**src/hw/mccs_pkg.sv**
```systemverilog
// Constants and types for the mode command clock select block
// What this block does
// - Transfer-rate field halves servo command rate
// - Subcode select picks Sub Q or monitor
// - Mult speed-double only with low-speed oscillator
// - Mult divider codes give 1,2,4,8
// - Wide speed-double only with low-speed oscillator
// - Wide divider codes give 1,2,4,8
// - Mult select picks one of four oscillators
// - Bypass breaks internal wide-band bit clock
// - Wide select picks low or high oscillator
// - Correction field picks double or quadruple C2 at double speed
// - Sync select drives servo switch or protected
// - Resync only on field rising edge
// - Protected sync is dejittered, crystal-timed, aligned
// - Top detect or resync pin also resyncs
// - Double-speed flag selects playback speed
package mccs_pkg;
  localparam int CMD_W         = 24;
  localparam int POS_SPD_DBL   = 22;
  localparam int POS_MULT_SDBL = 19;
  localparam int POS_RATE_HALF = 18;
  localparam int POS_SUB_SEL   = 17;
  localparam int POS_WIDE_SDBL = 16;
  localparam int POS_MULT_DIV  = 14;
  localparam int POS_WIDE_DIV  = 12;
  localparam int POS_MULT_OSC  = 10;
  localparam int POS_BYPASS    = 9;
  localparam int POS_WIDE_OSC  = 8;
  localparam int POS_C2_QUAD   = 7;
  localparam int POS_SYNC_SEL  = 6;
  localparam int POS_RESYNC    = 5;
  localparam logic [23:0] CMD_RESET = 24'h000000;
  localparam int SYNC_PERIOD   = 1000;
  localparam int SYNC_WINDOW   = 16;
  localparam logic [3:0] DIV_EN_NONE = 4'h0;
  typedef enum logic [1:0] {
    MCCS_OSC_LOW  = 2'b00,
    MCCS_OSC_MID  = 2'b01,
    MCCS_OSC_HIGH = 2'b10,
    MCCS_OSC_4TH  = 2'b11
  } mccs_osc_t;
endpackage

```
**src/hw/mccs_postdiv.sv**
```systemverilog
// Post-divider by 1, 2, 4 or 8 giving a clock-enable pulse train
`timescale 1ns/1ps
module mccs_postdiv (
  input  wire logic       clk_i,
  input  wire logic       reset_i,
  input  wire logic       src_i,
  input  wire logic [1:0] code_i,
  output logic            tick_o
);
  logic [2:0] cnt_reg;
  logic [2:0] lim;
  always_comb begin
    lim = 3'((4'h1 << code_i) - 4'h1);
  end
  always_ff @(posedge clk_i) begin
    if (reset_i) begin
      cnt_reg <= 3'h0;
      tick_o  <= 1'b0;
    end else if (src_i) begin
      tick_o  <= (cnt_reg == 3'h0);
      cnt_reg <= (cnt_reg >= lim) ? 3'h0 : cnt_reg + 3'h1;
    end else begin
      tick_o  <= 1'b0;
    end
  end
endmodule

```
**src/hw/mccs_sync2.sv**
```systemverilog
// Two-flop synchroniser for one pin input
`timescale 1ns/1ps
module mccs_sync2 (
  input  wire logic clk_i,
  input  wire logic reset_i,
  input  wire logic d_i,
  output logic      q_o
);
  logic meta_reg;
  always_ff @(posedge clk_i) begin
    if (reset_i) begin
      meta_reg <= 1'b0;
      q_o      <= 1'b0;
    end else begin
      meta_reg <= d_i;
      q_o      <= meta_reg;
    end
  end
endmodule

```
**src/hw/mccs_top.sv**
```systemverilog
// Mode command decode, clock selection and protected subcode sync
`timescale 1ns/1ps
module mccs_top (
  // Clock and reset
  input  wire logic        clk_i,
  input  wire logic        reset_i,
  // Command word from serial interface
  input  wire logic [23:0] cmd_word_i,
  input  wire logic        cmd_done_i,
  // Oscillator ticks and pins
  input  wire logic [3:0]  mult_osc_tick_i,
  input  wire logic [1:0]  wide_osc_tick_i,
  input  wire logic        bit_clock_input_i,
  input  wire logic        raw_subcode_sync_i,
  input  wire logic        pcm_frame_i,
  input  wire logic        top_detect_signal_i,
  input  wire logic        resync_pin_i,
  input  wire logic        servo_filter_switch_i,
  input  wire logic        subq_data_i,
  input  wire logic        monitor_data_i,
  input  wire logic        subcode_read_clock_i,
  // Decoded controls
  output logic             servo_cmd_rate_half_o,
  output logic             subcode_out_select_o,
  output logic             mult_osc_speed_double_o,
  output logic             wide_osc_speed_double_o,
  output logic [1:0]       mult_osc_sel_o,
  output logic             wide_osc_select_o,
  output logic             wide_osc_bypass_n_o,
  output logic             c2_quad_correct_o,
  output logic             double_speed_flag_o,
  // Clock and signal outputs
  output logic             mult_clk_tick_o,
  output logic             bit_clk_tick_o,
  output logic             subcode_serial_out_o,
  output logic             sync_pin_o,
  output logic             protected_subcode_sync_o
);
  import mccs_pkg::*;

  logic [23:0] cmd_reg;
  logic        resync_fld_prev_reg;
  logic        top_s;
  logic        rpin_s;
  logic        bclk_s;
  logic        rsync_s;
  logic        rsync_d_reg;
  logic        subcode_read_clock_s;
  logic        subcode_read_clock_d_reg;
  logic        resync_req;
  logic        mult_src;
  logic        wide_src;
  logic        wide_tick;
  logic        bclk_src;
  logic [9:0]  psync_cnt_reg;
  logic        psync_lock_reg;
  logic [9:0]  psync_cnt_next;
  logic        raw_edge;
  logic        c2_quad;

  mccs_sync2 u_sync_top (.clk_i(clk_i), .reset_i(reset_i),
    .d_i(top_detect_signal_i), .q_o(top_s));
  mccs_sync2 u_sync_rpin (.clk_i(clk_i), .reset_i(reset_i),
    .d_i(resync_pin_i), .q_o(rpin_s));
  mccs_sync2 u_sync_bclk (.clk_i(clk_i), .reset_i(reset_i),
    .d_i(bit_clock_input_i), .q_o(bclk_s));
  mccs_sync2 u_sync_raw (.clk_i(clk_i), .reset_i(reset_i),
    .d_i(raw_subcode_sync_i), .q_o(rsync_s));
  mccs_sync2 u_sync_subcode_read_clock (.clk_i(clk_i), .reset_i(reset_i),
    .d_i(subcode_read_clock_i), .q_o(subcode_read_clock_s));

  // Whole word latched at once so no mixed oscillator setup appears
  always_ff @(posedge clk_i) begin
    if (reset_i) begin
      cmd_reg <= CMD_RESET;
    end else if (cmd_done_i) begin
      cmd_reg <= cmd_word_i;
    end
  end

  always_ff @(posedge clk_i) begin
    if (reset_i) begin
      resync_fld_prev_reg <= 1'b0;
    end else begin
      resync_fld_prev_reg <= cmd_reg[POS_RESYNC];
    end
  end

  // Only a 0 to 1 step of the field counts; a held 1 does nothing
  assign resync_req = (cmd_reg[POS_RESYNC] & ~resync_fld_prev_reg)
                    | top_s | rpin_s;

  // Speed double honoured only with the low-speed oscillators
  always_ff @(posedge clk_i) begin
    if (reset_i) begin
      servo_cmd_rate_half_o   <= 1'b0;
      subcode_out_select_o    <= 1'b0;
      mult_osc_speed_double_o <= 1'b0;
      wide_osc_speed_double_o <= 1'b0;
      mult_osc_sel_o          <= 2'b00;
      wide_osc_select_o       <= 1'b0;
      wide_osc_bypass_n_o     <= 1'b0;
      double_speed_flag_o     <= 1'b0;
    end else begin
      servo_cmd_rate_half_o <= cmd_reg[POS_RATE_HALF];
      subcode_out_select_o  <= cmd_reg[POS_SUB_SEL];
      mult_osc_speed_double_o <= cmd_reg[POS_MULT_SDBL]
        & (cmd_reg[POS_MULT_OSC +: 2] == MCCS_OSC_LOW);
      wide_osc_speed_double_o <= cmd_reg[POS_WIDE_SDBL]
        & ~cmd_reg[POS_WIDE_OSC];
      mult_osc_sel_o      <= cmd_reg[POS_MULT_OSC +: 2];
      wide_osc_select_o   <= cmd_reg[POS_WIDE_OSC];
      wide_osc_bypass_n_o <= cmd_reg[POS_BYPASS];
      double_speed_flag_o <= cmd_reg[POS_SPD_DBL];
    end
  end

  // Normal speed always runs quadruple correction
  assign c2_quad = ~cmd_reg[POS_SPD_DBL] | cmd_reg[POS_C2_QUAD];

  always_ff @(posedge clk_i) begin
    if (reset_i) begin
      c2_quad_correct_o <= 1'b1;
    end else begin
      c2_quad_correct_o <= c2_quad;
    end
  end

  assign mult_src = mult_osc_tick_i[cmd_reg[POS_MULT_OSC +: 2]];
  assign wide_src = wide_osc_tick_i[cmd_reg[POS_WIDE_OSC]];

  mccs_postdiv u_mult_div (
    .clk_i  (clk_i),
    .reset_i(reset_i),
    .src_i  (mult_src),
    .code_i (cmd_reg[POS_MULT_DIV +: 2]),
    .tick_o (mult_clk_tick_o)
  );

  mccs_postdiv u_wide_div (
    .clk_i  (clk_i),
    .reset_i(reset_i),
    .src_i  (wide_src),
    .code_i (cmd_reg[POS_WIDE_DIV +: 2]),
    .tick_o (wide_tick)
  );

  // External bit clock only when the internal path is broken
  always_ff @(posedge clk_i) begin
    if (reset_i) begin
      rsync_d_reg <= 1'b0;
      subcode_read_clock_d_reg  <= 1'b0;
    end else begin
      rsync_d_reg <= rsync_s;
      subcode_read_clock_d_reg  <= subcode_read_clock_s;
    end
  end

  logic bclk_d_reg;
  always_ff @(posedge clk_i) begin
    if (reset_i) begin
      bclk_d_reg <= 1'b0;
    end else begin
      bclk_d_reg <= bclk_s;
    end
  end

  assign bclk_src = cmd_reg[POS_BYPASS] ? (bclk_s & ~bclk_d_reg)
                                        : wide_tick;

  always_ff @(posedge clk_i) begin
    if (reset_i) begin
      bit_clk_tick_o <= 1'b0;
    end else begin
      bit_clk_tick_o <= bclk_src;
    end
  end

  // Monitor data advances on host read clock edges
  always_ff @(posedge clk_i) begin
    if (reset_i) begin
      subcode_serial_out_o <= 1'b0;
    end else if (!cmd_reg[POS_SUB_SEL]) begin
      subcode_serial_out_o <= subq_data_i;
    end else if (subcode_read_clock_s & ~subcode_read_clock_d_reg) begin
      subcode_serial_out_o <= monitor_data_i;
    end
  end

  // Protected sync free-runs on the crystal; once locked, raw edges only re-align it
  // inside a small window, which filters their jitter.
  assign raw_edge = rsync_s & ~rsync_d_reg;

  always_comb begin
    if (psync_cnt_reg == 10'(SYNC_PERIOD - 1)) begin
      psync_cnt_next = 10'h000;
    end else begin
      psync_cnt_next = psync_cnt_reg + 10'h001;
    end
  end

  always_ff @(posedge clk_i) begin
    if (reset_i) begin
      psync_cnt_reg  <= 10'h000;
      psync_lock_reg <= 1'b0;
    end else if (resync_req) begin
      psync_lock_reg <= 1'b0;
    end else if (raw_edge && pcm_frame_i && !psync_lock_reg) begin
      psync_cnt_reg  <= 10'h000;
      psync_lock_reg <= 1'b1;
    end else if (raw_edge && pcm_frame_i &&
                 (psync_cnt_reg < 10'(SYNC_WINDOW) ||
                  psync_cnt_reg > 10'(SYNC_PERIOD - SYNC_WINDOW))) begin
      psync_cnt_reg <= 10'h000;
    end else begin
      psync_cnt_reg <= psync_cnt_next;
    end
  end

  always_ff @(posedge clk_i) begin
    if (reset_i) begin
      protected_subcode_sync_o <= 1'b0;
    end else begin
      protected_subcode_sync_o <= psync_lock_reg
                                & (psync_cnt_reg == 10'h000);
    end
  end

  always_ff @(posedge clk_i) begin
    if (reset_i) begin
      sync_pin_o <= 1'b0;
    end else if (cmd_reg[POS_SYNC_SEL]) begin
      sync_pin_o <= psync_lock_reg & (psync_cnt_reg == 10'h000);
    end else begin
      sync_pin_o <= servo_filter_switch_i;
    end
  end
endmodule
```
**config.mk**
```make
export PLATFORM = sky130hd
export DESIGN_NAME = mccs_top
export DESIGN_NICKNAME = d
export VERILOG_FILES = /design/src/hw/mccs_pkg.sv /design/src/hw/mccs_postdiv.sv /design/src/hw/mccs_sync2.sv /design/src/hw/mccs_top.sv
export SDC_FILE = /design/constraint.sdc
export NUM_CORES = 1
export LEC_CHECK = 0
export BUFFER_PORTS_ARGS = -buffer_cell sky130_fd_sc_hd__buf_2
export CORE_MARGIN = 2
export CORE_UTILIZATION = 40
export CTS_CLUSTER_SIZE = 25
export DETAILED_ROUTE_END_ITERATION = 8
export PLACE_DENSITY = 0.68
export SLEW_MARGIN = 10
export SYNTH_ARGS = -nofsm -noshare
export SYNTH_HDL_FRONTEND = slang
export SYNTH_SLANG_ARGS = --single-unit
```
**constraint.sdc**
```tcl
create_clock -name clk_i -period 2.43 [get_ports clk_i]
set_input_delay 0.243 -clock clk_i [delete_from_list [all_inputs] [get_ports clk_i]]
set_output_delay 0.243 -clock clk_i [all_outputs]
set_load 0.05 [all_outputs]
```
# Word level (Yosys, flattened, before mapping)

Cells that the tools add are included.

Add/subtract/negate cells: 5
Magnitude comparators: 6
Equality and inequality tests: 2
Shift operators: 2
Muxes and demuxes: 13
Bitwise operators: 18
Reduce and logical (&&, ||, !) cells: 12

Operator list:

| cell                    | number |
|---|---|
| $mux W10                | 3 |
| $add A10 B1 Y10 const B | 1 |
| $eq A10 B10 Y1 const B  | 1 |
| $gt A10 B10 Y1 const B  | 1 |
| $logic_not A10 Y1       | 1 |
| $lt A10 B5 Y1 const B   | 1 |
| $not A1 Y1              | 8 |
| $and A1 B1 Y1           | 7 |
| $mux W1                 | 7 |
| $add A3 B1 Y3 const B   | 2 |
| $ge A3 B3 Y1            | 2 |
| $logic_not A3 Y1        | 2 |
| $mux W3                 | 2 |
| $reduce_or A2 Y1        | 3 |
| $shl A1 B2 Y3 const A   | 2 |
| $sub A3 B1 Y3 const B   | 2 |
| $logic_and A1 B1 Y1     | 3 |
| $lt A2 B3 Y1 const B    | 1 |
| $or A1 B1 Y1            | 3 |
| $bmux W1 S2             | 1 |
| $logic_not A2 Y1        | 1 |
| $lt A1 B2 Y1 const B    | 1 |
| $ne A2 B1 Y1 const B    | 1 |
| $logic_not A1 Y1        | 1 |
| $logic_or A1 B1 Y1      | 1 |

Register bits: 70
Word-level logic and storage cells: 92

# Longest topological paths before layout

Gate-level depths: netlist (run 1).

Word-level depth: 6
Gate-level depth with buffers: 7
Gate-level depth less buffers: 7

# By module

Synthesis (run 1) repeated with hierarchy kept, for this count alone.

Cell total of the unflattened synthesis: 268
Area, all modules: 2598.7 µm²

Modules (own cells, without submodules):

| module                    | instances | cells an instance | area each (µm²) | seq. area each (µm²) |
|---|---|---|---|---|
| mccs_top                  | 1         | 188               | 1778.0          | 900.9 |
| mccs_postdiv (u_mult_div) | 1         | 30                | 282.8           | 80.1 |
| mccs_postdiv (u_wide_div) | 1         | 30                | 275.3           | 80.1 |
| mccs_sync2                | 5         | 4                 | 52.6            | 40.0 |

# Worst setup path before layout (run 1)

Ideal clock, no wire load.

Path type: flip-flop to flip-flop
From: reg cmd_reg[13]
To: reg u_wide_div.cnt_reg[2]
Setup time: 74 ps
Arrival: 1611 ps
Path slack: 745 ps
Stages on the path, launching flop included: 8
Path buffers: 0
Cells stage by stage: dfxtp_1 -> or2_2 -> ha_1 -> nand2b_1 -> a21o_1 -> a21oi_1 -> nand3b_1 -> a31oi_1

Cells in the longest elaborated chain, start to end: 4

Ends and longest elaborated chain:

| item                     | line               | text |
|---|---|---|
| start: declaration       | mccs_top.sv:41     | `logic [23:0] cmd_reg;` |
| start signal: assignment | mccs_top.sv:77     | `cmd_reg <= cmd_word_i;` |
| $shl A1 B2 Y3            | mccs_postdiv.sv:13 | `lim = 3'((4'h1 << code_i) - 4'h1);` |
| $sub A3 B1 Y3            | mccs_postdiv.sv:13 |  |
| $ge A3 B3 Y1             | mccs_postdiv.sv:21 | `cnt_reg <= (cnt_reg >= lim) ? 3'h0 : cnt_reg + 3'h1;` |
| $mux W3                  | mccs_postdiv.sv:21 |  |
| end signal: assignment   | mccs_postdiv.sv:21 |  |
| end: declaration         | mccs_postdiv.sv:10 | `logic [2:0] cnt_reg;` |

Every way passes these cells.
A chain may end at the register's enable or synchronous reset.

# Worst setup path in the final report (run 1)

From: reg cmd_reg[14]
To: reg u_mult_div.cnt_reg[2]

Cells in the longest elaborated chain, start to end: 4

Ends and longest elaborated chain:

| item                   | line |
|---|---|
| $shl A1 B2 Y3          | mccs_postdiv.sv:13 |
| $sub A3 B1 Y3          | mccs_postdiv.sv:13 |
| $ge A3 B3 Y1           | mccs_postdiv.sv:21 |
| $mux W3                | mccs_postdiv.sv:21 |
| end signal: assignment | mccs_postdiv.sv:21 |
| end: declaration       | mccs_postdiv.sv:10 |

Every way passes these cells.

==> run metrics, run 1 <==
Worst Max-Slew Pin Slew=0.713 ns; Mapped Cells=280; Routed Wire Length=approximately 4800 µm; I/O Pins=57; largest net degree at the start of global routing=44; final total power=approximately 2.2 mW; Combinational Power Share=0.106; Psw=548 µW; Final Instance Area=~3100 µm²; Via Count=about 2000; crit path time final=between 1.5 and 2 ns; Yosys reg bits=63; Final Worst Setup Slack=between 0.5 and 0.6 ns; layout cells sized above 1=0.220; Reg clk slew, reported paths=roughly 0.06 ns; 1st-pass router iterations=4; synth unique cells=40; first-pass GRT wire length=roughly 8400 µm; Yosys top cell area share=0.481; initial antenna violation count=0; hold bufs inserted after CTS=0; type of the worst min-delay path=input port to flop; gpl congestion=0.787; Post-Syn Area=roughly 2600 µm²; setup bufs post-CTS=0; skew final=roughly 0.0028 ns; MaxCap Viol Count=0; Placed Area=just under 3000 µm²; final net count=around 380; dpl cells=~400; P_leak=roughly 1.3 nW; top-count cell post-synth=dfxtp_1; Area contributors post-synth=dfxtp_1, mux2i_1, ha_1, nor2b_1, nor2_1; Clock Latency Late Sink=~0.33 ns; max-slew violations=0; drt drc=0; status=completed; Clock Sinks=63; Synth async-reset ratio=0; TritonCTS Buffers=9; startpoint type of the worst setup path=flop; CP startpoint=cmd_reg[14]; height of the die=about 85 µm; P per Cell Area=about 720 nW/µm²; worst-path fanout max=4; DRT antenna net count=0; Clk pwr share=0.396; HPWL Detailed=about 3400 µm; worst slack, placed=about 0.58 ns; Reg-to-Reg Start=cmd_reg[14]; Synth Flop Type=dfxtp_1; Seq/Total Area, Yosys=0.481; Crit Path Category=flop to flop; die area=between 7000 and 8000 µm²; Mean Syn Cell Area=9.36 µm²; R2R setup slack=0.55 ns; n_diodes=0; Core Box Area=about 6300 µm²; sw frac=0.246; gr ovfl total=0; Final Setup Violations=0; final non-filler cell total=409; TNS Setup=0 ns; hold_sp=top_detect_signal_i; CP arrival=2.14 ns; initial core utilization=0.413; Wirelength per Cell=between 10 and 15 µm; Util after Layout=0.488; CTS tree=done; cell type with the largest total area after synthesis=dfxtp_1; register share of total power=0.498; Post-Syn Nets=roughly 330; Die Wd=between 80 and 90 µm; endpoint class of the critical path=flop; initial DRC count=125; worst relative slew slack=0.525; Row Count=29; IO buf count=48; minimum hold slack=between 0.1 and 0.15 ns; Clock Tree Root=clkbuf_8; R2R depth=7; Setup crit end=u_mult_div.cnt_reg[2]; yosys warns=0; H-tree depth reported by CTS=3; Pint=1.68 mW; Largest register FFs=16; Tcrit/Tclk final=0.772; DR vias/cell=4.91; peak supply drop=0.386 mV; Area Overhead vs Synth=18.1%; final hold violations=0; highest clock rate=about 530 MHz; EDFF count, synth=0; gr usage total=0.144; RSZ-0062 raised after global routing=no; clock tree buffer depth=2; vias in the first global route=just under 2000; commonest cells in the netlist=dfxtp_1, nor2_1, nand2_1, nor2b_1, mux2i_1; required time worst endpoint=between 2 and 3 ns; post-CTS sizing=0; FF-to-FF End=u_mult_div.cnt_reg[2]
layout by cell type (no fill, tap or decap), types with 5 or more instances in the layout:
master     n
nand3_1   12
clkbuf_8  10
nor2b_1   21
nor4_1     5
nor2_1    29
dfxtp_1   63
nand2b_1   7
buf_2     48
nand3b_1   5
inv_1     10
mux2i_1   18
ha_1      12
nand2_1   25
a21oi_1   11
cell families (layout without fill, tap and decap cells):
| kind of cell | after synthesis | count (layout) | synth area share |
|---|---|---|---|
| AND/OR/NAND/NOR | 131 | 131 | 0.269 |
| adder cells (fa/ha/maj) | 12 | 12 | 0.0573 |
| flip-flops | 63 | 63 | 0.481 |
| buffers and inverters | 25 | 77 | 0.0425 |
| AO/OA/AOI/OAI | 29 | 29 | 0.0673 |
| multiplexers | 20 | 20 | 0.0831 |
routing by layer:
| metal | vias up | track usage | part of all wire |
|---|---|---|---|
| met4 | 0 | 0.0519 | 0.014 |
| li1 | 1048 | - | - |
| met3 | 7 | 0.0554 | 0.047 |
| met2 | 34 | 0.237 | 0.48 |
| met1 | 918 | 0.172 | 0.46 |
| met5 | - | 0 | 0 |
area by class of cell:
| type | count | area, µm² |
|---|---|---|
| clock buffer | 12 | 145 |
| clock inverter | 4 | 45.0 |
| fill | 604 | 3250 |
| inverter | 10 | 37.5 |
| multi-input combinational | 192 | 1250 |
| sequential | 63 | 1260 |
| tap | 77 | 96.3 |
| timing repair buffer | 51 | 263 |
critical path, cell delays in order (launching register included):
cell and delay, ns:
dfxtp_1 0.32, or2_2 0.29, ha_1 0.26, nand2b_1 0.14, a21o_1 0.17, a21oi_1 0.32, nand3b_1 0.13, a31oi_1 0.17
power by group through the flow:
stage                     clock [mW]  combinational (mW)  sequential, mW
after floorplan                    0               0.135            1.16
after global placement             0               0.231            1.13
after detailed placement           0               0.237            1.13
after CTS                      0.904               0.238            1.11
after global routing           0.953               0.264            1.11
final                          0.881               0.235            1.11
how the worst min path moves through the flow:
stage / to / cells after the start / slack [ns]
6_report: u_sync_top.meta_reg / 2 / 0.12
5_1_grt: u_sync_bclk.meta_reg / 2 / 0.12
2_1_floorplan: double_speed_flag_o / 1 / 0.33
3_5_place_dp: u_sync_raw.q_o / 1 / 0.42
4_1_cts: u_sync_rpin.meta_reg / 2 / 0.11
3_3_place_gp: u_sync_bclk.q_o / 1 / 0.42
Note: power is estimated with default switching activity, not from simulation.
==> inputs of run 2 (changes only) <==
- PLACE_DENSITY: 0.68 -> 0.7
- clock period: 2.43 -> 1.6 ns (I/O delays scaled with it)
==> run metrics, run 2 (synthesis gave the netlist of run 1 again) <==
worst relative slew slack=0.643 (+0.118); Reg-to-Reg Start=psync_cnt_reg[4]; RSZ-0062 raised after global routing=yes; final total power=3.56 mW (+60%); status=complete, but fails checks; P per Cell Area=1070 nW/µm² (+49%); DRT antenna net count=0 (unchanged); R2R depth=4 (-3); hold bufs inserted after CTS=0 (unchanged); TritonCTS Buffers=9 (unchanged); Die Wd=85.0 µm (unchanged); Worst Max-Slew Pin Slew=0.521 ns (-0.192 ns); Row Count=29 (unchanged); IO buf count=48 (unchanged); P_leak=1.45 nW (+8.8%); most frequent cells in the layout=dfxtp_1, buf_2, nor2_1; Final Setup Violations=1 (+1); H-tree depth reported by CTS=3 (unchanged); endpoint class of the critical path=flop; Wirelength per Cell=12.0 µm (+1.6%); setup bufs post-CTS=0 (unchanged); skew final=0.00822 ns (+0.00543 ns); initial core utilization=0.413 (unchanged); Tcrit/Tclk final=1.03 (+0.258); Clock Latency Late Sink=0.34 ns (about the same); n_diodes=0 (unchanged); Reg clk slew, reported paths=0.07 ns (about the same); R2R setup slack=-0.05 ns (-0.60 ns); I/O Pins=57 (unchanged); gr ovfl total=0 (unchanged); FF-to-FF End=sync_pin_o; highest clock rate=607 MHz (+14%); gr usage total=0.151 (+0.00690); Final Worst Setup Slack=-0.0484 ns (-0.603 ns); Setup crit end=sync_pin_o; initial DRC count=83 (-34%); crit path time final=1.65 ns (-0.227 ns); worst-path fanout max=2 (-2); max-slew violations=0 (unchanged); type of the worst min-delay path=input port to flop; Core Box Area=6350 µm² (unchanged); CTS tree=done; Largest register FFs=16 (unchanged); CP arrival=1.93 ns (-0.21 ns); drt drc=0 (unchanged); peak supply drop=0.720 mV (+86%); DR vias/cell=4.92 (+0.22%); Clock Tree Root=clkbuf_8; startpoint type of the worst setup path=flop; HPWL Detailed=3530 µm (+4.7%); largest net degree at the start of global routing=25 (-43%); Util after Layout=0.525 (+0.0370); clock tree buffer depth=2 (unchanged); Routed Wire Length=5110 µm (+5.8%); initial antenna violation count=0 (unchanged); Clock Sinks=63 (unchanged); final hold violations=0 (unchanged); Crit Path Category=flop to flop; MaxCap Viol Count=0 (unchanged); first-pass GRT wire length=8830 µm (+5.3%); die area=7220 µm² (unchanged); layout cells sized above 1=0.301 (+0.0810); 1st-pass router iterations=4 (unchanged); Area Overhead vs Synth=27.1%; vias in the first global route=2049 (+5.1%); required time worst endpoint=1.88 ns (-0.81 ns); gpl congestion=0.791 (+0.43%); final net count=398 (+4.5%); CP startpoint=psync_cnt_reg[4]; Via Count=2095 (+4.4%); commonest non-fill, non-tap cell in the layout=dfxtp_1; height of the die=85.0 µm (unchanged); failing checks=setup timing
[run 2: how the worst min path moves through the flow]
| stage | from | end | cells past startpoint |
|---|---|---|---|
| detailed placement | bit_clock_input_i | u_sync_bclk.meta_reg | 2 |
| finish | top_detect_signal_i | u_sync_top.meta_reg | 2 |
| floorplan | reset_i | double_speed_flag_o | 1 |
| global route | top_detect_signal_i | u_sync_top.meta_reg | 2 |
| global placement | bit_clock_input_i | u_sync_bclk.meta_reg | 2 |
| CTS | top_detect_signal_i | u_sync_top.meta_reg | 2 |
[run 2: area by class of cell]
cell class	instances	area, µm²
Clock buffer	12	135
Clock inverter	4	70.1
Fill cell	555	3020
Inverter	10	37.5
Multi-Input combinational cell	192	1330
Sequential cell	63	1270
Tap cell	77	96.3
Timing Repair Buffer	68	400
[run 2: where the power goes]
part / switching (mW) / internal [mW]
clock network: 0.587 / 0.874
logic: 0.227 / 0.191
registers: 0.0385 / 1.64
[run 2: critical path, stage by stage, from the launching register on]
cell and delay (ns):
dfxtp_2 0.32, or4_4 0.55, or3_4 0.39, mux2_4 0.27, nor2_2 0.07
[run 2: through the flow]
step	instance area, µm²	std cells	hold slack [ns]	TNS [ns]	worst slack [ns]
finish	3330	426	0.0310	-0.0484	-0.0484
CTS	3300	425	0.0181	-0.0253	-0.0244
detailed placement	3050	409	0.377	-0.290	-0.111
global route	3330	426	0.0198	-0.409	-0.0698
global placement	3050	409	0.371	-0.0814	-0.0417
floorplan	2630	280	0.243	-0.129	-0.0763
[run 2: metal layers]
layer  vias to the layer above  global-route usage  wire length (µm)
li1                       1084                   -                 -
met1                       954               0.184              2340
met2                        49               0.246              2430
met3                         8              0.0438               258
met4                         0              0.0693                75
met5                         -                   0                 0
[run 2: what timing repair did]
item / in CTS / in global routing
gates cloned: 0 / 1
endpoints found under the hold margin: 0 / 0
pin swaps: 10 / 9
endpoints found under the setup margin: 6 / 13
gates resized for setup: 8 / 8
==> inputs of run 3 (changes only) <==
- SETUP_SLACK_MARGIN: default -> 0.05
==> run metrics, run 3 (synthesis gave the netlist of run 1 again) <==
initial core utilization=0.413 (unchanged); clock tree buffer depth=2 (unchanged); Crit Path Category=flop to flop; Via Count=2102 (+0.33%); vias in the first global route=2008 (-2.0%); final total power=3.66 mW (+2.7%); Setup crit end=sync_pin_o; worst slack, placed=-0.0353 ns (+0.0758 ns); type of the worst min-delay path=input port to flop; Final Setup Violations=0 (-1); CP startpoint=psync_cnt_reg[5]; P_leak=1.46 nW (+0.71%); final hold violations=0 (unchanged); die area=7220 µm² (unchanged); most frequent cells in the layout=dfxtp_1, buf_2, nor2_1; required time worst endpoint=1.88 ns (about the same); TritonCTS Buffers=9 (unchanged); Worst Max-Slew Pin Slew=0.510 ns (-0.0102 ns); I/O Pins=57 (unchanged); # fillers=533 (-4.0%); Core Box Area=6350 µm² (unchanged); highest clock rate=628 MHz (+3.4%); first-pass GRT wire length=8650 µm (-2.0%); CP arrival=1.87 ns (-0.06 ns); worst-path fanout max=2 (unchanged); hold_sp=resync_pin_i; dpl cells=405 (-0.98%); gr usage total=0.150 (-0.000741); commonest non-fill, non-tap cell in the layout=dfxtp_1; gr ovfl total=0 (unchanged); crit path time final=1.59 ns (-0.0550 ns); Reg clk slew, reported paths=0.07 ns (about the same); CTS tree=done; hold bufs inserted after CTS=0 (unchanged); largest net degree at the start of global routing=30 (+20%); H-tree depth reported by CTS=3 (unchanged); 1st-pass router iterations=4 (unchanged); initial DRC count=130 (+57%); layout cells sized above 1=0.347 (+0.0460); DRT antenna net count=0 (unchanged); Wirelength per Cell=12.7 µm (+5.7%); Reg-to-Reg Start=psync_cnt_reg[5]; peak supply drop=0.823 mV (+14%); Largest register FFs=16 (unchanged); HPWL Detailed=3570 µm (+0.99%); endpoint class of the critical path=flop; R2R depth=4 (unchanged); startpoint type of the worst setup path=flop; DR vias/cell=4.97 (+1.0%); drt drc=0 (unchanged); Die Wd=85.0 µm (unchanged); Row Count=29 (unchanged); Clock Latency Late Sink=0.34 ns (about the same); Area Overhead vs Synth=29.8%; minimum hold slack=0.0317 ns (+0.000672 ns); Final Worst Setup Slack=0.00652 ns (+0.0550 ns); final net count=395 (-0.75%); initial antenna violation count=0 (unchanged); status=completed; RSZ-0062 raised after global routing=yes; skew final=0.00680 ns (-0.00142 ns); FF-to-FF End=sync_pin_o; IO buf count=48 (unchanged); MaxCap Viol Count=0 (unchanged); Routed Wire Length=5360 µm (+4.9%); height of the die=85.0 µm (unchanged); final non-filler cell total=423 (-0.70%); R2R setup slack=0.007 ns (+0.05 ns); Tcrit/Tclk final=0.996 (-0.0343); Clock Sinks=63 (unchanged); max-slew violations=0 (unchanged); n_diodes=0 (unchanged); Clock Tree Root=clkbuf_8; P per Cell Area=1070 nW/µm² (+0.57%); gpl congestion=0.782 (-1.1%); worst relative slew slack=0.650 (+0.00698)
## run 3: worst min path at each step
| stage | endpoint | cells past startpoint |
|---|---|---|
| global route | u_sync_rpin.meta_reg | 2 |
| detailed placement | u_sync_rpin.meta_reg | 2 |
| floorplan | double_speed_flag_o | 1 |
| CTS | u_sync_rpin.meta_reg | 2 |
| finish | u_sync_rpin.meta_reg | 2 |
| global placement | u_sync_raw.meta_reg | 2 |
## run 3: worst max-delay path, stage by stage, from the launching register on
cell and delay (ns):
dfxtp_2 0.32, or4_4 0.54, or3_4 0.35, mux2_4 0.27
nor2_2 0.07
## run 3: timing repair
action | in CTS | in global routing
setup buffers | 0 | 1
resized for setup | 7 | 26
pin swaps | 5 | 14
gates cloned | 0 | 1
setup endpoints to repair | 13 | 16
## run 3: cell type report
| cell class | count | area (µm²) | share of cell area |
|---|---|---|---|
| clock buffer | 13 | 159 | 0.0467 |
| clock inverter | 3 | 65.1 | 0.0191 |
| inverter | 10 | 37.5 | 0.0110 |
| multi-input combinational | 192 | 1400 | 0.412 |
| sequential | 63 | 1270 | 0.374 |
| tap | 77 | 96.3 | 0.0283 |
| timing repair buffer | 65 | 372 | 0.109 |
## run 3: where the power goes
part	leakage (nW)	switching [mW]	internal, mW
registers	0.520	0.0414	1.64
logic	0.823	0.237	0.195
clock network	0.114	0.579	0.961
## run 3: stage by stage
| stage | instance area (µm²) | setup TNS [ns] | util |
|---|---|---|---|
| floorplan | 2650 | -0.115 | - |
| global placement | 3020 | -0.0108 | 0.476 |
| detailed placement | 3020 | -0.0844 | 0.476 |
| CTS | 3300 | -0.0380 | 0.519 |
| global route | 3400 | -0.121 | 0.536 |
| finish | 3400 | 0 | 0.536 |
## run 3: per-layer routing
metal,track usage,share of wire
met1,0.172,0.45
met2,0.246,0.49
met3,0.0506,0.042
met4,0.0808,0.018
met5,0,0
